===== config.mk =====
export PLATFORM = sky130hd
export DESIGN_NAME = qsg_group
export DESIGN_NICKNAME = d
export VERILOG_FILES = /design/src/hw/qsg_pkg.sv /design/src/hw/qsg_group.sv
export SDC_FILE = /design/constraint.sdc
export NUM_CORES = 1
export LEC_CHECK = 0
export ABC_AREA = 1
export BUFFER_PORTS_ARGS = -buffer_cell sky130_fd_sc_hd__buf_2
export CAP_MARGIN = 20
export CORE_AREA = 2 2 72 74
export DETAILED_ROUTE_END_ITERATION = 16
export DIE_AREA = 0 0 74 76
export GPL_TIMING_DRIVEN = 0
export PLACE_DENSITY = 0.73
export REMOVE_ABC_BUFFERS = 1
export SLEW_MARGIN = 20
export SYNTH_ARGS = -nofsm -noshare
export SYNTH_HDL_FRONTEND = slang
export SYNTH_SLANG_ARGS = --single-unit

===== constraint.sdc =====
create_clock -name mclk -period 1 [get_ports mclk]
set_input_delay 0.25 -clock mclk [delete_from_list [all_inputs] [get_ports mclk]]
set_output_delay 0.25 -clock mclk [all_outputs]
set_load 0.02 [all_outputs]

===== src/hw/qsg_pkg.sv =====
// Summary of operation
// - bits 0,1,2,6,10,11,13,14,15 always read zero in every register
// - condition bit 3 follows the power sub-group summary
// - condition bit 4 set while leveling detector or oven reports cold
// - condition bit 5 follows the frequency sub-group summary
// - condition bit 7 follows the modulation sub-group summary
// - condition bit 8 follows the calibration sub-group summary
// - condition bit 9 set on failed power-up self-test, cleared by power cycle
// - clear-status command never clears the self-test failure bit
// - condition bit 12 follows the bit-error tester sub-group summary
// - condition register tracks live inputs; writes have no effect
// - condition query returns sum of weights of set bits
// - rise sets event if rise filter bit set; fall if fall filter set
// - filters written as weight sums, stored and read back
// - event register latches filtered transitions as sticky bits
// - event read returns content then clears all bits except those with a new edge in the read cycle
// - summary for status byte bit 3 set if any event and enable match
// - enable query returns the value most recently written
// - power sub-group summary drives condition bit 3
// - frequency sub-group summary drives condition bit 5
package qsg_pkg;
  // =========================================================
  // register selects
  localparam logic [2:0] SEL_CONDITION = 3'h0;
  localparam logic [2:0] SEL_RISE      = 3'h1;
  localparam logic [2:0] SEL_FALL      = 3'h2;
  localparam logic [2:0] SEL_EVENT     = 3'h3;
  localparam logic [2:0] SEL_MASK      = 3'h4;
  // =========================================================
  // bit positions
  localparam int BIT_POWER  = 3;
  localparam int BIT_COLD   = 4;
  localparam int BIT_FREQ   = 5;
  localparam int BIT_MOD    = 7;
  localparam int BIT_CAL    = 8;
  localparam int BIT_SELF   = 9;
  localparam int BIT_TESTER = 12;
  localparam logic [15:0] USED_MASK   = 16'h13B8;
  localparam logic [15:0] RESET_VALUE = 16'h0000;
endpackage


===== src/hw/qsg_group.sv =====
`timescale 1ns/1ps
`default_nettype none
module qsg_group (
  // clock and reset
  input  wire logic        mclk,
  input  wire logic        sys_rst,
  // power-up indication, self-test outcome
  input  wire logic        power_up,
  input  wire logic        self_test_fail,
  // live status inputs (asynchronous)
  input  wire logic        power_summary,
  input  wire logic        detector_cold,
  input  wire logic        freq_summary,
  input  wire logic        mod_summary,
  input  wire logic        cal_summary,
  input  wire logic        error_tester_subgroup,
  // register port
  input  wire logic [2:0]  reg_sel,
  input  wire logic        reg_wr,
  input  wire logic        reg_rd,
  input  wire logic [15:0] reg_wdata,
  output logic      [15:0] reg_rdata,
  input  wire logic        clear_status_command,
  // summary to status byte bit 3
  output logic             summary
);
  typedef struct packed {
    logic [5:0]  sync1;
    logic [5:0]  sync2;
    logic        self_fail;
    logic [15:0] cond_prev;
    logic [15:0] rise_filter;
    logic [15:0] fall_filter;
    logic [15:0] event_latch;
    logic [15:0] event_mask;
    logic [15:0] rdata;
  } qsg_state_t;

  qsg_state_t st;
  qsg_state_t next_st;
  logic [15:0] cond;
  logic [15:0] edges;
  logic [5:0]  raw;

  assign raw = {error_tester_subgroup, cal_summary, mod_summary,
                freq_summary, detector_cold, power_summary};

  // =========================================================
  // condition assembly
  always_comb begin
    cond = 16'h0000;
    cond[qsg_pkg::BIT_POWER] = st.sync2[0];
    cond[qsg_pkg::BIT_COLD]  = st.sync2[1];
    cond[qsg_pkg::BIT_FREQ]  = st.sync2[2];
    cond[qsg_pkg::BIT_MOD]   = st.sync2[3];
    cond[qsg_pkg::BIT_CAL]   = st.sync2[4];
    cond[qsg_pkg::BIT_SELF]  = st.self_fail;
    cond[qsg_pkg::BIT_TESTER] = st.sync2[5];
  end

  // filtered transitions per bit
  genvar gi;
  generate
    for (gi = 0; gi < 16; gi++) begin : g_edge
      assign edges[gi] = (cond[gi] & ~st.cond_prev[gi] & st.rise_filter[gi])
                       | (~cond[gi] & st.cond_prev[gi]
                          & st.fall_filter[gi]);
    end
  endgenerate

  // =========================================================
  // next state
  always_comb begin
    next_st = st;
    next_st.sync1 = raw;
    next_st.sync2 = st.sync1;
    // only power-up sets or releases it; clear-status ignored
    if (power_up) begin
      next_st.self_fail = self_test_fail;
    end
    next_st.cond_prev = cond;
    if (reg_wr) begin
      unique case (reg_sel)
        qsg_pkg::SEL_RISE: next_st.rise_filter =
          reg_wdata & qsg_pkg::USED_MASK;
        qsg_pkg::SEL_FALL: next_st.fall_filter =
          reg_wdata & qsg_pkg::USED_MASK;
        qsg_pkg::SEL_MASK: next_st.event_mask =
          reg_wdata & qsg_pkg::USED_MASK;
        default: ;
      endcase
    end
    // new edges win over the read or clear-status clear
    if ((reg_rd && reg_sel == qsg_pkg::SEL_EVENT) || clear_status_command) begin
      next_st.event_latch = edges;
    end else begin
      next_st.event_latch = st.event_latch | edges;
    end
    next_st.rdata = st.rdata;
    if (reg_rd) begin
      unique case (reg_sel)
        qsg_pkg::SEL_CONDITION: next_st.rdata = cond;
        qsg_pkg::SEL_RISE:      next_st.rdata = st.rise_filter;
        qsg_pkg::SEL_FALL:      next_st.rdata = st.fall_filter;
        qsg_pkg::SEL_EVENT:     next_st.rdata = st.event_latch;
        qsg_pkg::SEL_MASK:      next_st.rdata = st.event_mask;
        default:                next_st.rdata = 16'h0000;
      endcase
    end
  end

  always_ff @(posedge mclk) begin
    if (sys_rst) begin
      // synchronisers and edge history keep running, so a level already
      // high at release is not taken for a fresh rising edge
      st.sync1       <= next_st.sync1;
      st.sync2       <= next_st.sync2;
      st.cond_prev   <= next_st.cond_prev;
      st.rise_filter <= qsg_pkg::RESET_VALUE;
      st.fall_filter <= qsg_pkg::RESET_VALUE;
      st.event_latch <= qsg_pkg::RESET_VALUE;
      st.event_mask  <= qsg_pkg::RESET_VALUE;
      st.rdata       <= 16'h0000;
      st.self_fail   <= next_st.self_fail;  // survives reset
    end else begin
      st <= next_st;
    end
  end

  assign reg_rdata = st.rdata;
  assign summary = |(st.event_latch & st.event_mask);
endmodule
`default_nettype wire


==> flow_summary_export.csv, run 1 <==
group,metric,value,unit
status,violations,"negative setup slack",
worst_setup_path,end_kind,"primary output",
synthesis,yosysSeqAreaShare,0.4925,
grt,grt_pass1_vias,1763,
floorplanning,rows,26,
grt,grt_max_degree,36,
sta,post-route-min-period,1.490,ns
synthesis,synthCells,290,
worst_setup_path,r2r_start,"cond[9]",
detailed_routing,detail_route.iter0.violations,198,
finish,nets,355,
clock_network,clock-root-buffer,"clkbuf_8",
worst_setup_path,worstSetupPathType,"reg -> out",
synthesis,yosysTopAreaCell,"dfxtp_1",
clock_network,numCtsBuffers,5,
place,hpwl,3.368,mm
synthesis,yosysUniqueCellTypes,26,
status,outcome,"finished, violations left",
grt,grt_antenna_before_repair,0,
sta,fmax,0.6710,GHz
detailed_routing,drt_wl_total,5.176,mm
floorplanning,die_w,74,um
sta,fin_setup_tns,-0.5291,ns
job,maxCapViolCount,0,
grt,grt_pass1_wl,8.286,mm
sta,finalHoldViolations,0,
detailed_routing,wl_per_cell,13.17,um
pwr,ir_drop,0.0007343,V
detailed_routing,ant_nets,0,
sta,worst_slack,-0.4903,ns
grt,grtUsageTotal,0.1900,
sta,post-route-period-util,1.490,
place,dp.cells,371,
synthesis,netlist_area,0.002256,mm2
place,numPortBuffers,30,
synthesis,synth_area_leaders,"dfxtp_1 48%, nand2_1 12%, a21oi_1 7.1%, nand3_1 7.1%, buf_4 5.7%",
clock_network,cts_buffer_depth,2,
worst_setup_path,arrival,1.24,ns
worst_hold_path,hold_path_class,"in -> reg",
clock_network,worstSkewPairLatency,0.31,ns
place,dp_slack,-0.6225,ns
sta,tightest_slew,0.6788,ns
finish,drive_above_1_share,0.2786,
clock_network,cts.sinks,55,
sta,rsz0062_at_grt,"yes",
finish,fin_cells,393,
sta,fin_skew,0.006573,ns
sta,timing.final.setup_violations,9,
worst_hold_path,hp-start,"error_tester_subgroup",
synthesis,avgSynthCellArea,7.779,um2
synthesis,synth_seq_cells,55,
sta,slew-limit-headroom,0.5474,
clock_network,cts_tree,"yes",
sta,slew_violations,0,
clock_network,path_clk_slew,0.09,ns
clock_network,cts_max_level,2,
floorplanning,start_util,0.4592,
detailed_routing,viasPerCell,5.066,
synthesis,synth_top_cell_area_share,0.4792,
worst_setup_path,worstPathRequired,0.75,ns
worst_setup_path,cp_max_fo,2,
detailed_routing,vias,1991,
pwr,power_leakage,1.110,nW
detailed_routing,drc_errors,0,
floorplanning,pin_count,49,
finish,syn_to_final_growth,20.08,%
synthesis,synth_warnings,0,
worst_setup_path,critical_path.startpoint,"st[39]",
floorplanning,die-area,0.005624,mm2
place,place.gp.congestion,0.8464,
finish,n_antenna_cell,0,
worst_setup_path,startpoint_type,"flop",
floorplanning,core_area,0.004912,mm2
pwr,power_density,1445,mW/mm2
floorplanning,die_y,76,um
grt,overflow,0,
detailed_routing,first_pass_iters,4,
## cell families after synthesis
kind of cell,synth area share
AOI/OAI and AO/OA,0.1181
buffers and inverters,0.1148
DFF,0.4925
other,0.001662
and+or+nand+nor,0.2729
## power breakdown
part	internal (W)	leakage (nW)	switching [W]
combinational	0.000134	0.604	0.000251
clock	0.000544	0.0470	0.000666
sequential	0.00227	0.459	0.0000463
total	0.00295	1.11	0.000963
## layout make-up
| class | instances | area (um2) |
|---|---|---|
| tap | 70 | 87.58 |
| multi-input combinational | 195 | 984.7 |
| sequential | 55 | 1126 |
| clock buffer | 6 | 82.58 |
| timing repair buffer | 45 | 329.1 |
| fill | 469 | 2203 |
| inverter | 21 | 93.84 |
| clock inverter | 1 | 5.005 |
## per-stage QoR
stage	utilization	hold WS, ns	total power (W)	area (um2)
after floorplan	-	0.2777	0.002512	2108
after global placement	0.4776	0.3101	0.002661	2346
after detailed placement	0.4776	0.3121	0.002669	2346
after CTS	0.5385	0.02911	0.003915	2645
after global routing	0.5515	0.01463	0.004081	2709
final	0.5515	0.03510	0.003915	2709
## cells in the final DEF, fill, tap and decap left out, types with 4 or more instances in the layout
cell and count:
buf_4 14, dfxtp_1 42, nand3_1 30, conb_1 9
nand4_1 9, nor2_1 17, buf_2 20, buf_6 11
inv_1 15, a21oi_1 31, a211oi_1 4, clkbuf_8 6
a31oi_1 5, nand2_2 5, nand2_1 66, nor2_4 4
dfxtp_2 12
## registers in the layout, indices dropped and copies added, names as in the netlist
| signal | count |
|---|---|
| st | 35 |
| next_st | 6 |
| reg_rdata | 7 |
| cond | 7 |
## what timing repair did
item,CTS,global route
hold buffers,0,0
setup endpoints to repair,43,29
gates resized for setup,38,19
pin swaps,6,10
cloned,0,1
setup buffers,14,0
## final timing paths
check	end	cells after the start	slack (ns)
worst max-delay path	summary	5	-0.49
worst min-delay path	next_st[102]	1	0.04
worst max register to register	reg_rdata[9]	6	0
worst min register to register	cond[8]	0	0.33
## Yosys cell counts (all sizes together)
master  number
nand2       71
dfxtp       54
nand3       34
a21oi       32
buf         23
nor2        22
inv         21
nand4        9
a211oi       5
a31oi        5
clkbuf       4
o21ai        4
nor3         2
a221oi       1
a31o         1
conb         1
edfxtp       1
## layer usage
metal  GRT usage  vias to the layer above  part of all wire
li1            -                     1002                 -
met1      0.2571                      909              0.43
met2      0.2857                       71              0.48
met3     0.04365                        9             0.073
met4     0.08545                        0             0.019
met5           0                        -                 0
## worst max-delay path: stages (launching register included)
cell      delay (ns)
dfxtp_2         0.33
nand2_2         0.08
nand2_2         0.05
a221oi_2        0.16
nand4_1         0.14
buf_4           0.18
No activity file was read; power rests on OpenSTA's default activity.
==> inputs of run 2 (changes only) <==
==> constraint.sdc (replaced) <==
create_clock -name mclk -period 1.3 [get_ports mclk]
set_input_delay 0.325 -clock mclk [delete_from_list [all_inputs] [get_ports mclk]]
set_output_delay 0.325 -clock mclk [all_outputs]
set_load 0.02 [all_outputs]
==> run 2 against run 1 <==
The run still ends with negative setup slack left. Non-clock buffer count shrank 7. Clock-buffer cell count is the same. Power shrank 24%. Critical path type unchanged.
==> flow_summary_export.csv, run 2 (synthesized netlist as in run 1, its figures left out) <==
group,metric,value,unit
clock_network,cts_max_level,2,
worst_hold_path,hold_path_class,"in -> reg",
place,place.gp.congestion,0.8464,
place,dp.cells,371,
sta,worst_slack,-0.2579,ns
finish,nets,349,
grt,grt_max_degree,36,
floorplanning,start_util,0.4592,
sta,timing.final.setup_violations,1,
worst_setup_path,worstSetupPathType,"reg -> out",
detailed_routing,viasPerCell,5.000,
place,numPortBuffers,30,
finish,final_common_cell,"nand2_1",
sta,post-route-period-util,1.198,
grt,grt_pass1_vias,1642,
detailed_routing,route.met3.wl,260,um
detailed_routing,wl_per_cell,12.89,um
floorplanning,pin_count,49,
clock_network,cts_hold_buf,0,
clock_network,cts.sinks,55,
worst_setup_path,cp_max_fo,2,
status,violations,"negative setup slack",
worst_setup_path,end_kind,"primary output",
sta,fmax,0.6419,GHz
sta,slew_violations,0,
clock_network,cts_tree,"yes",
sta,rsz0062_at_grt,"yes",
worst_setup_path,r2r_slack,0.31,ns
finish,n_antenna_cell,0,
place,hpwl,3.368,mm
sta,slew-limit-headroom,0.5694,
grt,grtUsageTotal,0.1827,
grt,grt_antenna_before_repair,0,
sta,tightest_slew,0.6459,ns
detailed_routing,wl_met2,2.444,mm
detailed_routing,first_pass_iters,4,
worst_setup_path,slowest_stage,"dfxtp_2",
floorplanning,core_area,0.004912,mm2
worst_setup_path,startpoint_type,"flop",
worst_setup_path,path_buf_inv,1,
pwr,power_leakage,1.053,nW
finish,drive_above_1_share,0.2114,
sta,finalHoldViolations,0,
finish,largest_reg_flops,35,
worst_setup_path,worst_path_largest_cell_delay,0.33,ns
worst_setup_path,path_cells,"nand2_2, nand2_2, a221oi_2, nand4_1, buf_4",
finish,fin_cells,387,
floorplanning,rows,26,
pwr,power_density,1163,mW/mm2
floorplanning,die-area,0.005624,mm2
clock_network,numCtsBuffers,5,
detailed_routing,drt_wl_total,4.987,mm
floorplanning,die_y,76,um
finish,top_register,"st",
detailed_routing,ant_nets,0,
worst_setup_path,crit_family,"flip-flops",
detailed_routing,drc_errors,0,
worst_setup_path,worstPathRequired,0.98,ns
pwr,ir_drop,0.0005573,V
grt,overflow,0,
sta,post-route-min-period,1.558,ns
clock_network,cts_buffer_depth,2,
detailed_routing,vias,1935,
detailed_routing,wl_met1,2.213,mm
clock_network,clock-root-buffer,"clkbuf_8",
finish,syn_to_final_growth,13.09,%
clock_network,worstSkewPairLatency,0.31,ns
worst_setup_path,critical_path.most_common_cell,"nand2_2",
floorplanning,die_w,74,um
status,outcome,"finished, violations left",
grt,grt_pass1_wl,7.914,mm
sta,fin_setup_tns,-0.2579,ns
detailed_routing,detail_route.iter0.violations,181,
finish,final_cell_mix,"67 x nand2_1, 50 x dfxtp_1, 32 x a21oi_1, 32 x nand3_1, 28 x buf_2",
clock_network,path_clk_slew,0.09,ns
sta,fin_skew,0.005144,ns
worst_setup_path,arrival,1.23,ns
detailed_routing,routed.top_layer,"met4",
job,maxCapViolCount,0,
-- run 2: what timing repair did --
item | in CTS | in global routing
gates cloned | 0 | 1
pin swaps | 3 | 4
setup buffers | 3 | 5
setup endpoints to repair | 14 | 18
resized for setup | 9 | 8
-- run 2: final cells by class --
type | count | area [um2]
Sequential cell | 55 | 1116
Inverter | 21 | 88.84
Clock inverter | 1 | 5.005
Tap cell | 70 | 87.58
Clock buffer | 6 | 82.58
Multi-Input combinational cell | 196 | 955.9
Timing Repair Buffer | 38 | 215.2
Fill cell | 494 | 2361
-- run 2: path summary, 6_finish.rpt --
check	from	to	cells after the start
max	st[39]	summary	5
min	error_tester_subgroup	next_st[102]	1
max reg2reg	cond[9]	reg_rdata[9]	6
min reg2reg	next_st[101]	cond[8]	0
-- run 2: through the flow --
step | area [um2] | utilization | hold slack [ns] | total power [W] | setup slack [ns]
2_1_floorplan | 2108 | - | 0.3096 | 0.001933 | 0.1255
3_3_place_gp | 2346 | 0.4776 | 0.3101 | 0.002047 | -0.3960
3_5_place_dp | 2346 | 0.4776 | 0.3121 | 0.002053 | -0.3975
4_1_cts | 2486 | 0.5061 | 0.1041 | 0.002973 | -0.2950
5_1_grt | 2551 | 0.5194 | 0.08975 | 0.003103 | -0.3362
6_report | 2551 | 0.5194 | 0.1112 | 0.002968 | -0.2579
-- run 2: where the power goes --
group          internal [W]  total (W)  switching [W]
logic             0.0000776   0.000261       0.000184
clock network      0.000419   0.000925       0.000506
registers           0.00175    0.00178      0.0000343
-- run 2: layer usage --
metal | vias to the layer above | track usage
met5 | - | 0
met4 | 0 | 0.07636
li1 | 993 | -
met3 | 6 | 0.04233
met2 | 59 | 0.2741
met1 | 877 | 0.2502
==> inputs of run 3 (changes only) <==
--- a/config.mk
+++ b/config.mk
@@ -14,6 +14,7 @@
 export GPL_TIMING_DRIVEN = 0
 export PLACE_DENSITY = 0.73
 export REMOVE_ABC_BUFFERS = 1
+export SETUP_SLACK_MARGIN = 0.02
 export SLEW_MARGIN = 20
 export SYNTH_ARGS = -nofsm -noshare
 export SYNTH_HDL_FRONTEND = slang
==> run 3 against run 2 <==
The run still ends with negative setup slack left. Clock-buffer cell count stayed put. Sequential share of layout area hardly changed. Clock skew barely moved. Final area barely moved. Sequential power barely moved. Highest routed layer unchanged.
==> flow_summary_export.csv, run 3 (synthesized netlist as in run 1, its figures left out) <==
group,metric,value,unit
status,outcome,"finished, violations left",
status,violations,"negative setup slack",
finish,final_common_cell,"nand2_1",
finish,drive_above_1_share,0.2114,
finish,n_antenna_cell,0,
finish,final_cell_mix,"67 x nand2_1, 50 x dfxtp_1, 32 x a21oi_1, 32 x nand3_1, 28 x buf_2",
clock_network,path_clk_slew,0.09,ns
clock_network,clock-root-buffer,"clkbuf_8",
finish,syn_to_final_growth,13.14,%
worst_setup_path,end_kind,"primary output",
detailed_routing,ant_nets,0,
sta,post-route-min-period,1.569,ns
floorplanning,die_w,74,um
sta,fin_skew,0.005377,ns
detailed_routing,first_pass_iters,4,
grt,grt_pass1_vias,1669,
worst_setup_path,worstSetupPathType,"reg -> out",
clock_network,cts_tree,"yes",
detailed_routing,drt_wl_total,4.969,mm
clock_network,cts.sinks,55,
pwr,ir_drop,0.0005561,V
worst_setup_path,r2r_start,"cond[9]",
detailed_routing,detail_route.iter0.violations,150,
sta,tightest_slew,0.6493,ns
pwr,finalPower,0.002968,W
sta,slew_violations,0,
clock_network,cts_max_level,2,
sta,fmax,0.6375,GHz
pwr,power_density,1163,mW/mm2
grt,grt_pass1_wl,8.004,mm
finish,final_area,0.002552,mm2
sta,finalHoldViolations,0,
floorplanning,die_y,76,um
finish,top_register,"st",
floorplanning,rows,26,
grt,grtUsageTotal,0.1846,
worst_setup_path,cp_max_fo,2,
worst_setup_path,critical_path.startpoint,"st[39]",
grt,overflow,0,
detailed_routing,drc_errors,0,
worst_hold_path,hold_path_class,"in -> reg",
clock_network,cts_buffer_depth,2,
sta,rsz0062_at_grt,"yes",
sta,fin_setup_tns,-0.2685,ns
place,place.gp.congestion,0.8464,
finish,nets,349,
worst_setup_path,startpoint_type,"flop",
floorplanning,pin_count,49,
grt,grt_antenna_before_repair,0,
floorplanning,core_area,0.004912,mm2
pwr,power_leakage,1.057,nW
clock_network,worstSkewPairLatency,0.31,ns
finish,largest_reg_flops,35,
worst_setup_path,arrival,1.24,ns
place,numPortBuffers,30,
finish,utilization,0.5196,
floorplanning,start_util,0.4592,
clock_network,numCtsBuffers,5,
sta,slew-limit-headroom,0.5671,
detailed_routing,viasPerCell,5.003,
worst_setup_path,worstPathRequired,0.98,ns
sta,timing.final.setup_violations,1,
job,maxCapViolCount,0,
detailed_routing,wl_per_cell,12.84,um
sta,worst_slack,-0.2685,ns
clock_network,cts_hold_buf,0,
place,postPlaceCellArea,0.002346,mm2
place,hpwl,3.368,mm
detailed_routing,vias,1936,
floorplanning,die-area,0.005624,mm2
grt,grt_max_degree,36,
sta,post-route-period-util,1.207,
worst_hold_path,hp-start,"error_tester_subgroup",
run 3: routing by layer:
layer	track usage	wire [um]	vias up
met3	0.04365	295	9
li1	-	-	994
met4	0.07273	85	0
met5	0	0	-
met2	0.2777	2349	57
met1	0.2536	2239	876
run 3: cell type report:
| type | count | area (um2) |
|---|---|---|
| flip-flops and latches | 55 | 1116 |
| fillers | 491 | 2360 |
| inverters | 21 | 88.84 |
| multi-input cells | 195 | 949.7 |
| clock buffers | 6 | 82.58 |
| clock inverters | 1 | 5.005 |
| well taps | 70 | 87.58 |
| repair buffers | 39 | 222.7 |
run 3: metrics by stage:
stage               std cells  hold WS [ns]  worst slack (ns)
finish                    387        0.1112           -0.2685
global route              387       0.08975           -0.3388
CTS                       383        0.1041           -0.2950
detailed placement        371        0.3121           -0.3975
global placement          371        0.3101           -0.3960
floorplan                 271        0.3096            0.1255
run 3: timing repair:
item / 4_1_cts / 5_1_grt
endpoints found under the hold margin: 0 / 0
cloned: 0 / 0
setup endpoints to repair: 15 / 18
setup buffers: 5 / 4
resized for setup: 9 / 8
pin swaps: 4 / 4
run 3: worst paths after layout:
kind | depth (start not counted) | to | slack [ns]
worst max-delay path | 5 | summary | -0.27
worst min-delay path | 1 | next_st[102] | 0.11
worst max register to register | 6 | reg_rdata[9] | 0.30
worst min register to register | 0 | cond[8] | 0.33
run 3: where the power goes:
part           leakage [nW]  internal (W)  switching (W)
registers             0.455       0.00175      0.0000347
clock network        0.0470      0.000419       0.000507
logic                 0.555     0.0000783       0.000182
run 3: worst max-delay path: stages (launching register included):
cell and delay, ns:
dfxtp_2 0.34, nand2_2 0.08, nand2_2 0.05, a221oi_2 0.16, nand4_1 0.14, buf_4 0.19
